<file path="src/verilog/tpw_pkg.sv">
// package: register map, field layout and types of the pwm timer
package tpw_pkg;

  // register byte offsets
  localparam logic [11:0] ctl0_off = 12'h000;
  localparam logic [11:0] ctl1_off = 12'h004;
  localparam logic [11:0] cnt_off = 12'h008;
  localparam logic [11:0] match_off = 12'h00c;
  localparam logic [11:0] reload_off = 12'h010;
  localparam logic [11:0] dead_off = 12'h014;
  localparam logic [11:0] mask_off = 12'h018;
  localparam logic [11:0] irq_off = 12'hfc0;

  // timer_control_one fields
  localparam int en_bit = 7;
  localparam int pol_bit = 6;
  localparam int presc_lsb = 3;
  localparam int mode_lsb = 0;
  // timer_control_zero field
  localparam int modehi_bit = 7;

  // interrupt_request_zero fields
  localparam int t1_req_bit = 6;
  localparam int t0_req_bit = 5;
  localparam logic [7:0] irq_wmask = 8'h7f;

  // mode codes: {mode_select_high_bit, mode_select_field}
  localparam logic [3:0] mode_pwm_single = 4'h3;
  localparam logic [3:0] mode_pwm_dual = 4'h8;

  localparam logic [15:0] restart_cnt = 16'h0001;
  localparam logic [7:0] ctl_rst = 8'h00;
  localparam logic [15:0] word_rst = 16'h0000;
  localparam logic [15:0] cnt_rst = 16'h0001;
  localparam logic [7:0] irq_rst = 8'h00;
  localparam logic [7:0] mask_rst = 8'h00;

  typedef struct packed {
    logic out;
    logic out_n;
    logic out_n_oe_n;
  } tpw_pins_s;

  typedef enum logic [2:0] {
    st_idle = 3'b001,
    st_first = 3'b010,
    st_run = 3'b100
  } tpw_state_e;

endpackage : tpw_pkg

</file>
<file path="src/verilog/tpw_timer.sv">
// single and dual output pwm timer with apb registers and request register
// Behaviour
// - single mode counts up, output toggles when count equals 16-bit match
// - at reload raise request, load count 0001h, keep counting
// - counter advances on pclk divided by the prescale value
// - polarity one: start high, low at match, high again at reload
// - polarity zero: start low, high at match, low again at reload
// - software start count only for first pass, later passes from 0001h
// - first pass from another start runs start value to reload
// - period equals reload times prescale over clock frequency
// - dual mode chosen by mode field plus mode high bit
// - dual mode inserts dead-band after each level change before either output asserts
// - dual mode turns shared input pin into complement output
// - a presented request sets its bit of the request register
// - timer one request bit 6, timer zero request bit 5
// - pending unmasked request drives interrupt when globally enabled
//
// Chosen here: register access over APB.
module tpw_timer (
  input wire logic pclk,
  input wire logic presetn,
  input wire logic psel,
  input wire logic penable,
  input wire logic pwrite,
  input wire logic [11:0] paddr,
  input wire logic [31:0] pwdata,
  output logic [31:0] prdata,
  output logic pready,
  output logic pslverr,
  input wire logic global_int_en,
  input wire logic timer_one_event,
  input wire logic timer_in_pin,
  output logic timer_in_level,
  output logic irq,
  output tpw_pkg::tpw_pins_s pins
);

  ////////////////////////////////////////////////////////////////////////
  // helpers
  function automatic logic [2:0] presc_sel(input logic [7:0] c);
    presc_sel = c[tpw_pkg::presc_lsb +: 3];
  endfunction

  function automatic logic [7:0] merge_w(input logic [7:0] old, input logic [31:0] d,
                                         input logic hit);
    merge_w = hit ? d[7:0] : old;
  endfunction

  ////////////////////////////////////////////////////////////////////////
  // registers
  logic [7:0] ctl0_r, ctl0_nxt, ctl1_r, ctl1_nxt;
  logic [15:0] cnt_r, cnt_nxt, match_r, match_nxt, reload_r, reload_nxt;
  logic [7:0] dead_r, dead_nxt, mask_r, mask_nxt, irq_r, irq_nxt;
  logic [6:0] pre_r, pre_nxt;
  logic [7:0] db_r, db_nxt;
  logic lvl_r, lvl_nxt, out_r, out_nxt, outn_r, outn_nxt, oen_r, oen_nxt;
  logic irq_out_r, irq_out_nxt, rdy_r, rdy_nxt, err_r, err_nxt;
  logic [31:0] rd_r, rd_nxt;
  logic in_s1_r, in_s2_r, in_lvl_r, in_lvl_nxt;
  logic ev_s1_r, ev_s2_r;
  tpw_pkg::tpw_state_e st_r, st_nxt;

  logic wr, rd, enabled, dual, pwm_mode, tick, at_reload, at_match, hit_known;
  logic [3:0] mode;
  logic [6:0] pre_div;

  assign wr = psel && penable && pwrite && !rdy_r;
  assign rd = psel && penable && !pwrite && !rdy_r;
  assign mode = {ctl0_r[tpw_pkg::modehi_bit], ctl1_r[2:0]};
  assign dual = (mode == tpw_pkg::mode_pwm_dual);
  assign pwm_mode = dual || (mode == tpw_pkg::mode_pwm_single);
  assign enabled = ctl1_r[tpw_pkg::en_bit] && pwm_mode;
  // prescale is 2^sel: 1..128
  assign pre_div = 7'((8'h01 << presc_sel(ctl1_r)) - 8'h01);
  assign tick = enabled && (pre_r == pre_div);
  // reload is checked before match, so a match equal to reload never toggles
  assign at_reload = (cnt_r == reload_r);
  assign at_match = (cnt_r == match_r);
  // unmapped offsets answer with pslverr and read as zero
  assign hit_known = (paddr == tpw_pkg::ctl0_off) || (paddr == tpw_pkg::ctl1_off) ||
    (paddr == tpw_pkg::cnt_off) || (paddr == tpw_pkg::match_off) ||
    (paddr == tpw_pkg::reload_off) || (paddr == tpw_pkg::dead_off) ||
    (paddr == tpw_pkg::mask_off) || (paddr == tpw_pkg::irq_off);

  ////////////////////////////////////////////////////////////////////////
  // apb slave, one wait state
  always_comb begin
    ctl0_nxt = merge_w(ctl0_r, pwdata, wr && paddr == tpw_pkg::ctl0_off);
    ctl1_nxt = merge_w(ctl1_r, pwdata, wr && paddr == tpw_pkg::ctl1_off);
    match_nxt = (wr && paddr == tpw_pkg::match_off) ? pwdata[15:0] : match_r;
    reload_nxt = (wr && paddr == tpw_pkg::reload_off) ? pwdata[15:0] : reload_r;
    dead_nxt = merge_w(dead_r, pwdata, wr && paddr == tpw_pkg::dead_off);
    mask_nxt = merge_w(mask_r, pwdata, wr && paddr == tpw_pkg::mask_off);
    // the wait-state flag stops a second write in the answer cycle
    rdy_nxt = psel && penable && !rdy_r;
    err_nxt = psel && penable && !rdy_r && !hit_known;
    rd_nxt = 32'h0000_0000;
    if (rd) begin
      unique case (paddr)
        tpw_pkg::ctl0_off: rd_nxt = {24'h00_0000, ctl0_r};
        tpw_pkg::ctl1_off: rd_nxt = {24'h00_0000, ctl1_r};
        tpw_pkg::cnt_off: rd_nxt = {16'h0000, cnt_r};
        tpw_pkg::match_off: rd_nxt = {16'h0000, match_r};
        tpw_pkg::reload_off: rd_nxt = {16'h0000, reload_r};
        tpw_pkg::dead_off: rd_nxt = {24'h00_0000, dead_r};
        tpw_pkg::mask_off: rd_nxt = {24'h00_0000, mask_r};
        tpw_pkg::irq_off: rd_nxt = {24'h00_0000, irq_r};
        default: rd_nxt = 32'h0000_0000;
      endcase
    end
  end

  ////////////////////////////////////////////////////////////////////////
  // counter, prescaler and waveform
  always_comb begin
    st_nxt = st_r;
    cnt_nxt = cnt_r;
    // prescaler held at zero while disabled, so each run starts on a full period
    pre_nxt = enabled ? (tick ? 7'h00 : 7'(pre_r + 7'h01)) : 7'h00;
    lvl_nxt = lvl_r;
    if (!enabled) begin
      st_nxt = tpw_pkg::st_idle;
      lvl_nxt = ctl1_r[tpw_pkg::pol_bit];
    end else if (st_r == tpw_pkg::st_idle) begin
      st_nxt = tpw_pkg::st_first;
    end
    if (tick) begin
      if (at_reload) begin
        cnt_nxt = tpw_pkg::restart_cnt;
        lvl_nxt = ctl1_r[tpw_pkg::pol_bit];
        st_nxt = tpw_pkg::st_run;
      end else begin
        cnt_nxt = 16'(cnt_r + 16'h0001);
        if (at_match) begin
          lvl_nxt = !lvl_r;
        end
      end
    end
    // a count write wins over the tick so a start value always lands
    if (wr && paddr == tpw_pkg::cnt_off) begin
      cnt_nxt = pwdata[15:0];
    end
  end

  ////////////////////////////////////////////////////////////////////////
  // dead-band and pins
  always_comb begin
    // every level change restarts the gap, which holds both pins inactive in dual mode only
    if (lvl_nxt != lvl_r) begin
      db_nxt = dead_r;
    end else if (db_r != 8'h00) begin
      db_nxt = 8'(db_r - 8'h01);
    end else begin
      db_nxt = 8'h00;
    end
    oen_nxt = !dual;
    if (!dual) begin
      out_nxt = lvl_r;
      outn_nxt = 1'b0;
    end else if (db_nxt != 8'h00) begin
      out_nxt = 1'b0;
      outn_nxt = 1'b0;
    end else begin
      out_nxt = lvl_r;
      outn_nxt = !lvl_r;
    end
  end

  ////////////////////////////////////////////////////////////////////////
  // request register and interrupt
  always_comb begin
    irq_nxt = irq_r;
    if (wr && paddr == tpw_pkg::irq_off) begin
      irq_nxt = irq_r & ~(pwdata[7:0] & tpw_pkg::irq_wmask);
    end
    // sets follow the clear, so an event in the clear cycle is kept
    if (tick && at_reload) begin
      irq_nxt[tpw_pkg::t0_req_bit] = 1'b1;
    end
    if (ev_s2_r) begin
      irq_nxt[tpw_pkg::t1_req_bit] = 1'b1;
    end
    // reserved top bit always reads zero
    irq_nxt[7] = 1'b0;
    irq_out_nxt = global_int_en && |(irq_r & mask_r);
  end

  ////////////////////////////////////////////////////////////////////////
  // shared pin level, read only after the second synchroniser stage
  always_comb begin
    in_lvl_nxt = in_s2_r && !dual;
  end

  ////////////////////////////////////////////////////////////////////////
  // configuration registers
  always_ff @(posedge pclk or negedge presetn) begin
    if (!presetn) begin
      ctl0_r <= tpw_pkg::ctl_rst;
      ctl1_r <= tpw_pkg::ctl_rst;
      match_r <= tpw_pkg::word_rst;
      reload_r <= tpw_pkg::word_rst;
      dead_r <= 8'h00;
      mask_r <= tpw_pkg::mask_rst;
    end else begin
      ctl0_r <= ctl0_nxt;
      ctl1_r <= ctl1_nxt;
      match_r <= match_nxt;
      reload_r <= reload_nxt;
      dead_r <= dead_nxt;
      mask_r <= mask_nxt;
    end
  end

  ////////////////////////////////////////////////////////////////////////
  // bus answer
  always_ff @(posedge pclk or negedge presetn) begin
    if (!presetn) begin
      rdy_r <= 1'b0;
      err_r <= 1'b0;
      rd_r <= 32'h0000_0000;
    end else begin
      rdy_r <= rdy_nxt;
      err_r <= err_nxt;
      rd_r <= rd_nxt;
    end
  end

  ////////////////////////////////////////////////////////////////////////
  // counter state
  always_ff @(posedge pclk or negedge presetn) begin
    if (!presetn) begin
      cnt_r <= tpw_pkg::cnt_rst;
      pre_r <= 7'h00;
      lvl_r <= 1'b0;
      st_r <= tpw_pkg::st_idle;
    end else begin
      cnt_r <= cnt_nxt;
      pre_r <= pre_nxt;
      lvl_r <= lvl_nxt;
      st_r <= st_nxt;
    end
  end

  ////////////////////////////////////////////////////////////////////////
  // output pins
  always_ff @(posedge pclk or negedge presetn) begin
    if (!presetn) begin
      db_r <= 8'h00;
      out_r <= 1'b0;
      outn_r <= 1'b0;
      oen_r <= 1'b1;
    end else begin
      db_r <= db_nxt;
      out_r <= out_nxt;
      outn_r <= outn_nxt;
      oen_r <= oen_nxt;
    end
  end

  ////////////////////////////////////////////////////////////////////////
  // request register and interrupt line
  always_ff @(posedge pclk or negedge presetn) begin
    if (!presetn) begin
      irq_r <= tpw_pkg::irq_rst;
      irq_out_r <= 1'b0;
    end else begin
      irq_r <= irq_nxt;
      irq_out_r <= irq_out_nxt;
    end
  end

  ////////////////////////////////////////////////////////////////////////
  // synchronisers for the pin and the timer one event
  always_ff @(posedge pclk or negedge presetn) begin
    if (!presetn) begin
      in_s1_r <= 1'b0;
      in_s2_r <= 1'b0;
      in_lvl_r <= 1'b0;
      ev_s1_r <= 1'b0;
      ev_s2_r <= 1'b0;
    end else begin
      in_s1_r <= timer_in_pin;
      in_s2_r <= in_s1_r;
      in_lvl_r <= in_lvl_nxt;
      ev_s1_r <= timer_one_event;
      ev_s2_r <= ev_s1_r;
    end
  end

  assign prdata = rd_r;
  assign pready = rdy_r;
  assign pslverr = err_r;
  assign irq = irq_out_r;
  assign timer_in_level = in_lvl_r;
  assign pins.out = out_r;
  assign pins.out_n = outn_r;
  assign pins.out_n_oe_n = oen_r;

endmodule // tpw_timer

</file>
<file path="config.mk">
export PLATFORM = sky130hd
export DESIGN_NAME = tpw_timer
export DESIGN_NICKNAME = d
export VERILOG_FILES = /design/src/verilog/tpw_pkg.sv /design/src/verilog/tpw_timer.sv
export SDC_FILE = /design/constraint.sdc
export NUM_CORES = 1
export LEC_CHECK = 0
export BUFFER_PORTS_ARGS = -buffer_cell sky130_fd_sc_hd__buf_2
export CAP_MARGIN = 20
export CELL_PAD_IN_SITES_DETAIL_PLACEMENT = 1
export CELL_PAD_IN_SITES_GLOBAL_PLACEMENT = 2
export CORE_ASPECT_RATIO = 0.8
export CORE_MARGIN = 1.5
export CORE_UTILIZATION = 41
export DETAILED_ROUTE_END_ITERATION = 8
export PLACE_DENSITY = 0.83
export SLEW_MARGIN = 25
export SYNTH_ARGS = -nofsm -noshare
export SYNTH_HDL_FRONTEND = slang
export SYNTH_SLANG_ARGS = --single-unit
</file>
<file path="constraint.sdc">
create_clock -name pclk -period 6.6 [get_ports pclk]
set_input_delay 0.66 -clock pclk [delete_from_list [all_inputs] [get_ports pclk]]
set_output_delay 0.66 -clock pclk [all_outputs]
set_load 0.1 [all_outputs]
</file>
# After elaboration in Yosys (flattened, before gate mapping)
# Index checks and enable logic that the tools add are counted.
# Widths: inputs -> output; s select.
# totals
register_bits	146
# classes
addsub	4
eq_ne	13
shift	1
mux	20
bitwise_logic	3
n_reduce_logical	40
# op_table
cell	n
$pmux 16 s8	1
$mux 16	3
$eq 12x5->1 const B	3
$eq 16x16->1	2
$mux 32	1
$eq 12x4->1 const B	2
$mux 7	3
$logic_and 1x1->1	20
$add 16x1->16 const B	1
$mux 8	2
$reduce_bool 8->1	2
$eq 12x12->1 const B	1
$eq 12x3->1 const B	1
$logic_not 12->1	1
$mux 1	10
$and 7x8->8	1
$logic_or 1x1->1	8
$reduce_or 8->1	1
$sub 8x1->8 const B	1
$add 7x1->7 const B	1
$and 7x7->7	1
$eq 7x7->1	1
$not 7->7	1
$shl 1x3->7 const A	1
other kinds (6)	12

# Longest topological paths before layout
# logic_depth
depth_word	12
depth_mapped	9
depth_no_buf	8

# Worst setup path after synthesis
# Ideal clock, no wire load.
# synth_path
kind	input to register
from	input port paddr[1]
to	register match_r[10]
setup_ns	0.125
arrival_time_ns	2.474
t_required_ns	6.475
setup_slack_ns	4.001
path_stages	8
n_path_buf	2
path_cell_list	nor3_1 > and4_1 > nand2_1 > nor3b_2 > and2_1 > buf_2 > buf_2 > mux2_2
# synth_between
elab_chain_cells	2
# synth_rtl
item	line	rtl
start: declaration	tpw_timer.sv:25	input wire logic [11:0] paddr,
$eq 12x4->1	tpw_timer.sv:90	match_nxt = (wr && paddr == tpw_pkg::match_off) ? pwdata[15:0] : match_r;
$logic_and 1x1->1	tpw_timer.sv:90	
end signal: assignment	tpw_timer.sv:200	match_r <= tpw_pkg::word_rst;
end signal: assignment	tpw_timer.sv:207	match_r <= match_nxt;
end: declaration	tpw_timer.sv:52	logic [15:0] cnt_r, cnt_nxt, match_r, match_nxt, reload_r, reload_nxt;
# Every way passes these cells.
# A chain may end at the register's enable or synchronous reset.

# Worst setup path in the final report
# layout_path
from	register cnt_r[3]
to	register db_r[6]
# layout_between
elab_chain_cells	6
# layout_rtl
item	line	rtl
start: declaration	tpw_timer.sv:52	
start signal: assignment	tpw_timer.sv:232	cnt_r <= tpw_pkg::cnt_rst;
start signal: assignment	tpw_timer.sv:237	cnt_r <= cnt_nxt;
$eq 16x16->1	tpw_timer.sv:78	assign at_match = (cnt_r == match_r);
$mux 1	tpw_timer.sv:134	if (at_match) begin
$mux 1 (*)	tpw_timer.sv:128	if (at_reload) begin
$mux 1 (*)	tpw_timer.sv:127	if (tick) begin
$ne 1x1->1 (*)	tpw_timer.sv:149	if (lvl_nxt != lvl_r) begin
$mux 8 (*)	tpw_timer.sv:149	
via db_nxt[6]	tpw_timer.sv:55	logic [7:0] db_r, db_nxt;
end signal: assignment	tpw_timer.sv:253	db_r <= db_nxt;
end: declaration	tpw_timer.sv:55	
# Mark *: on every way through the listed nets, which the timed path passes. The rest lies on a longest branch.

==> results.cfg <==
[logic_synthesis]
synthXorXnorAreaFrac = 0.05635
synthMuxAreaShare = 0.1495
yosysUniqueCellTypes = 64
yosys_register_bits = 130
synth_top_family_by_area = multiplexers
synth_edf_count = 0
ys.flop_type = dfrtp_1
ys_async_sr_fraction = 1.000
yosys_warnings = 0
postSynthCellCount = 622
synth_compound_gate_area_share = 0.1178
syn_avg_cell_area_um2 = 11.00
syn_area_um2 = 6839
synth_fa_ha_area_frac = 0.007318
synth-simple-area-share = 0.1462
ys_seq_area_frac = 0.4760

[job]
cap_violations = 0

[floorplanning]
ios = 91
rows = 42
core_um2 = 16450
dieHeight_um = 118.5
die_w_um = 147.4
start_util = 0.4158
dieArea_um2 = 17470

[sta]
fmax_mhz = 319.0
final_max_slew_viol_count = 0
finalHoldViolations = 0
finalCritPeriodShare = 0.4749
fin_tns_setup_ns = 0
rsz0062_at_grt = no
fin_crit_ns = 3.134
maxSlewHeadroom = 0.2664
setup_violations = 0
finalClockSkew_ns = 0.01062
worst_slew_pin_slew_ns = 1.085

[clock_tree]
postCtsSetupBuffers = 0
ctsHoldBuffers = 0
clkTransAtPathRegs_ns = 0.06
htree_levels = 4
cts_root_buf = clkbuf_16
cts.sinks = 130
postCtsResizedCells = 0
cts_tree = yes
numCtsBuffers = 17
clockBufferDepth = 2
clk_latency_ns = 0.42

[global_route]
grt_pass1_wl_mm = 31.19
overflow = 0
grt_antenna_before_repair = 0
grt_max_degree = 80
grt_pass1_vias = 5504
grtUsageTotal = 0.2364

[setup_path]
end_kind = register
cp.required_ns = 6.90
crit_fanout = 16
critPathLaunchType = register
worstRegToRegCells = 6
rrSetupSlack_ns = 3.47
crit-reg2reg-capture = db_r[6]
setup.worst_path.class = reg2reg
cp_data_arrival_time_ns = 3.44
r2r_start = cnt_r[3]

[route]
drc = 0
drtIter0Drc = 435
wl_per_cell_um = 21.80
vias = 5233
drt-total-wl_mm = 19.49
antenna_left = 0
viasPerCell = 5.853
detail_route.first_pass.iterations = 7

[final_layout]
finalNetCount = 717
final_common_cell = dfrtp_1
diodes = 0
design_area_um2 = 7834
area_delta_synth_final_pct = 14.54
drive_above_1_share = 0.2923
layout_common_cells = dfrtp_1, mux2_2, nor2_1
fin_util = 0.4763

[power]
power_density_nw_per_um2 = 268.1
max-vdd-ir-drop_mv = 0.1541
p_total_uw = 2101
power.leakage_uw = 0.003430

[place]
dpl_cell_area_um2 = 7192
globalplace.congestion = 0.7876
io_buffers = 58
dp_hpwl_mm = 13.41

[status]
outcome = complete, no violations

[worst_hold_path]
hp-class = in2async
-- per-stage QoR --
| step | hold WS (ns) | worst slack (ns) | instances |
|---|---|---|---|
| 5_1_grt | 0.3273 | 3.299 | 894 |
| 3_5_place_dp | 0.3362 | 3.078 | 862 |
| 3_3_place_gp | 0.3324 | 3.073 | 862 |
| 4_1_cts | 0.3122 | 3.455 | 894 |
| 2_1_floorplan | 0.3312 | 4.001 | 637 |
| 6_report | 0.2792 | 3.466 | 894 |
-- cell families (layout without fill, tap and decap cells) --
| family | count (synthesis) | in the layout |
|---|---|---|
| and+or+nand+nor | 189 | 189 |
| DFF | 130 | 130 |
| AOI/OAI and AO/OA | 102 | 102 |
| muxes | 90 | 90 |
| buffers and inverters | 62 | 99 |
| xor gates and xnor gates | 44 | 44 |
| adders and majority gates | 4 | 4 |
| other | 1 | 16 |
-- layout make-up --
class | instances | area (um^2)
repair buffers | 60 | 311.5
flip-flops and latches | 130 | 3256
multi-input cells | 445 | 3334
fillers | 1785 | 8615
clock inverters | 10 | 146.4
inverters | 7 | 26.28
clock buffers | 22 | 484.2
well taps | 220 | 275.3
-- cells in the mapped netlist (11+ instances only) --
| cell type | number | area [um^2] |
|---|---|---|
| nand2_1 | 27 | 101.4 |
| buf_4 | 19 | 142.6 |
| o21ai_0 | 15 | 75.07 |
| mux2_2 | 87 | 979.7 |
| a31oi_1 | 20 | 125.1 |
| and3_1 | 11 | 68.82 |
| clkbuf_1 | 27 | 101.4 |
| a222oi_1 | 18 | 180.2 |
| xor2_1 | 37 | 324.1 |
| dfrtp_1 | 128 | 3203 |
| a21oi_1 | 13 | 65.06 |
| nor2_1 | 67 | 251.5 |
-- critical path, stage by stage, from the launching register on --
cell,delay [ns]
dfrtp_1,0.50
xor2_1,0.23
nor4_1,0.45
and4_1,0.75
a2111oi_4,0.09
nor3_2,0.57
mux2_2,0.42
-- flip-flops by register name, summed over array words and instances, names as in the netlist, 7 cells and up --
signal and flops:
cnt_r 16, match_r 16, pre_r 7, prdata 16, mask_r 8, ctl1_r 8
irq_r 7, dead_r 8, reload_r 16, db_r 8, ctl0_r 8
-- metal layers --
metal  wire length (um)  global-route usage  share of wire  vias to the layer above
met5                  0                   0              0                        -
met4                178             0.04813         0.0091                        0
met3               1040             0.04788          0.053                       15
met2               9003              0.3603           0.46                      148
met1               9267              0.3484           0.48                     2746
li1                   -                   -              -                     2324
-- report_power, final --
group / total, uW / switching (uW) / internal, uW
clock network: 1000 / 363 / 639
registers: 860 / 33.7 / 826
logic: 239 / 151 / 87.9
total: 2100 / 548 / 1550
-- worst max path at each step --
stage | start | end | slack (ns) | cells past startpoint
floorplan | paddr[1] | match_r[10] | 4.00 | 8
global placement | paddr[4] | prdata[0] | 3.07 | 6
global route | ctl1_r[1] | cnt_r[0] | 3.30 | 6
detailed placement | paddr[4] | prdata[0] | 3.08 | 6
CTS | cnt_r[3] | db_r[0] | 3.46 | 6
finish | cnt_r[3] | db_r[6] | 3.47 | 6
No activity file was read; power rests on OpenSTA's default activity.
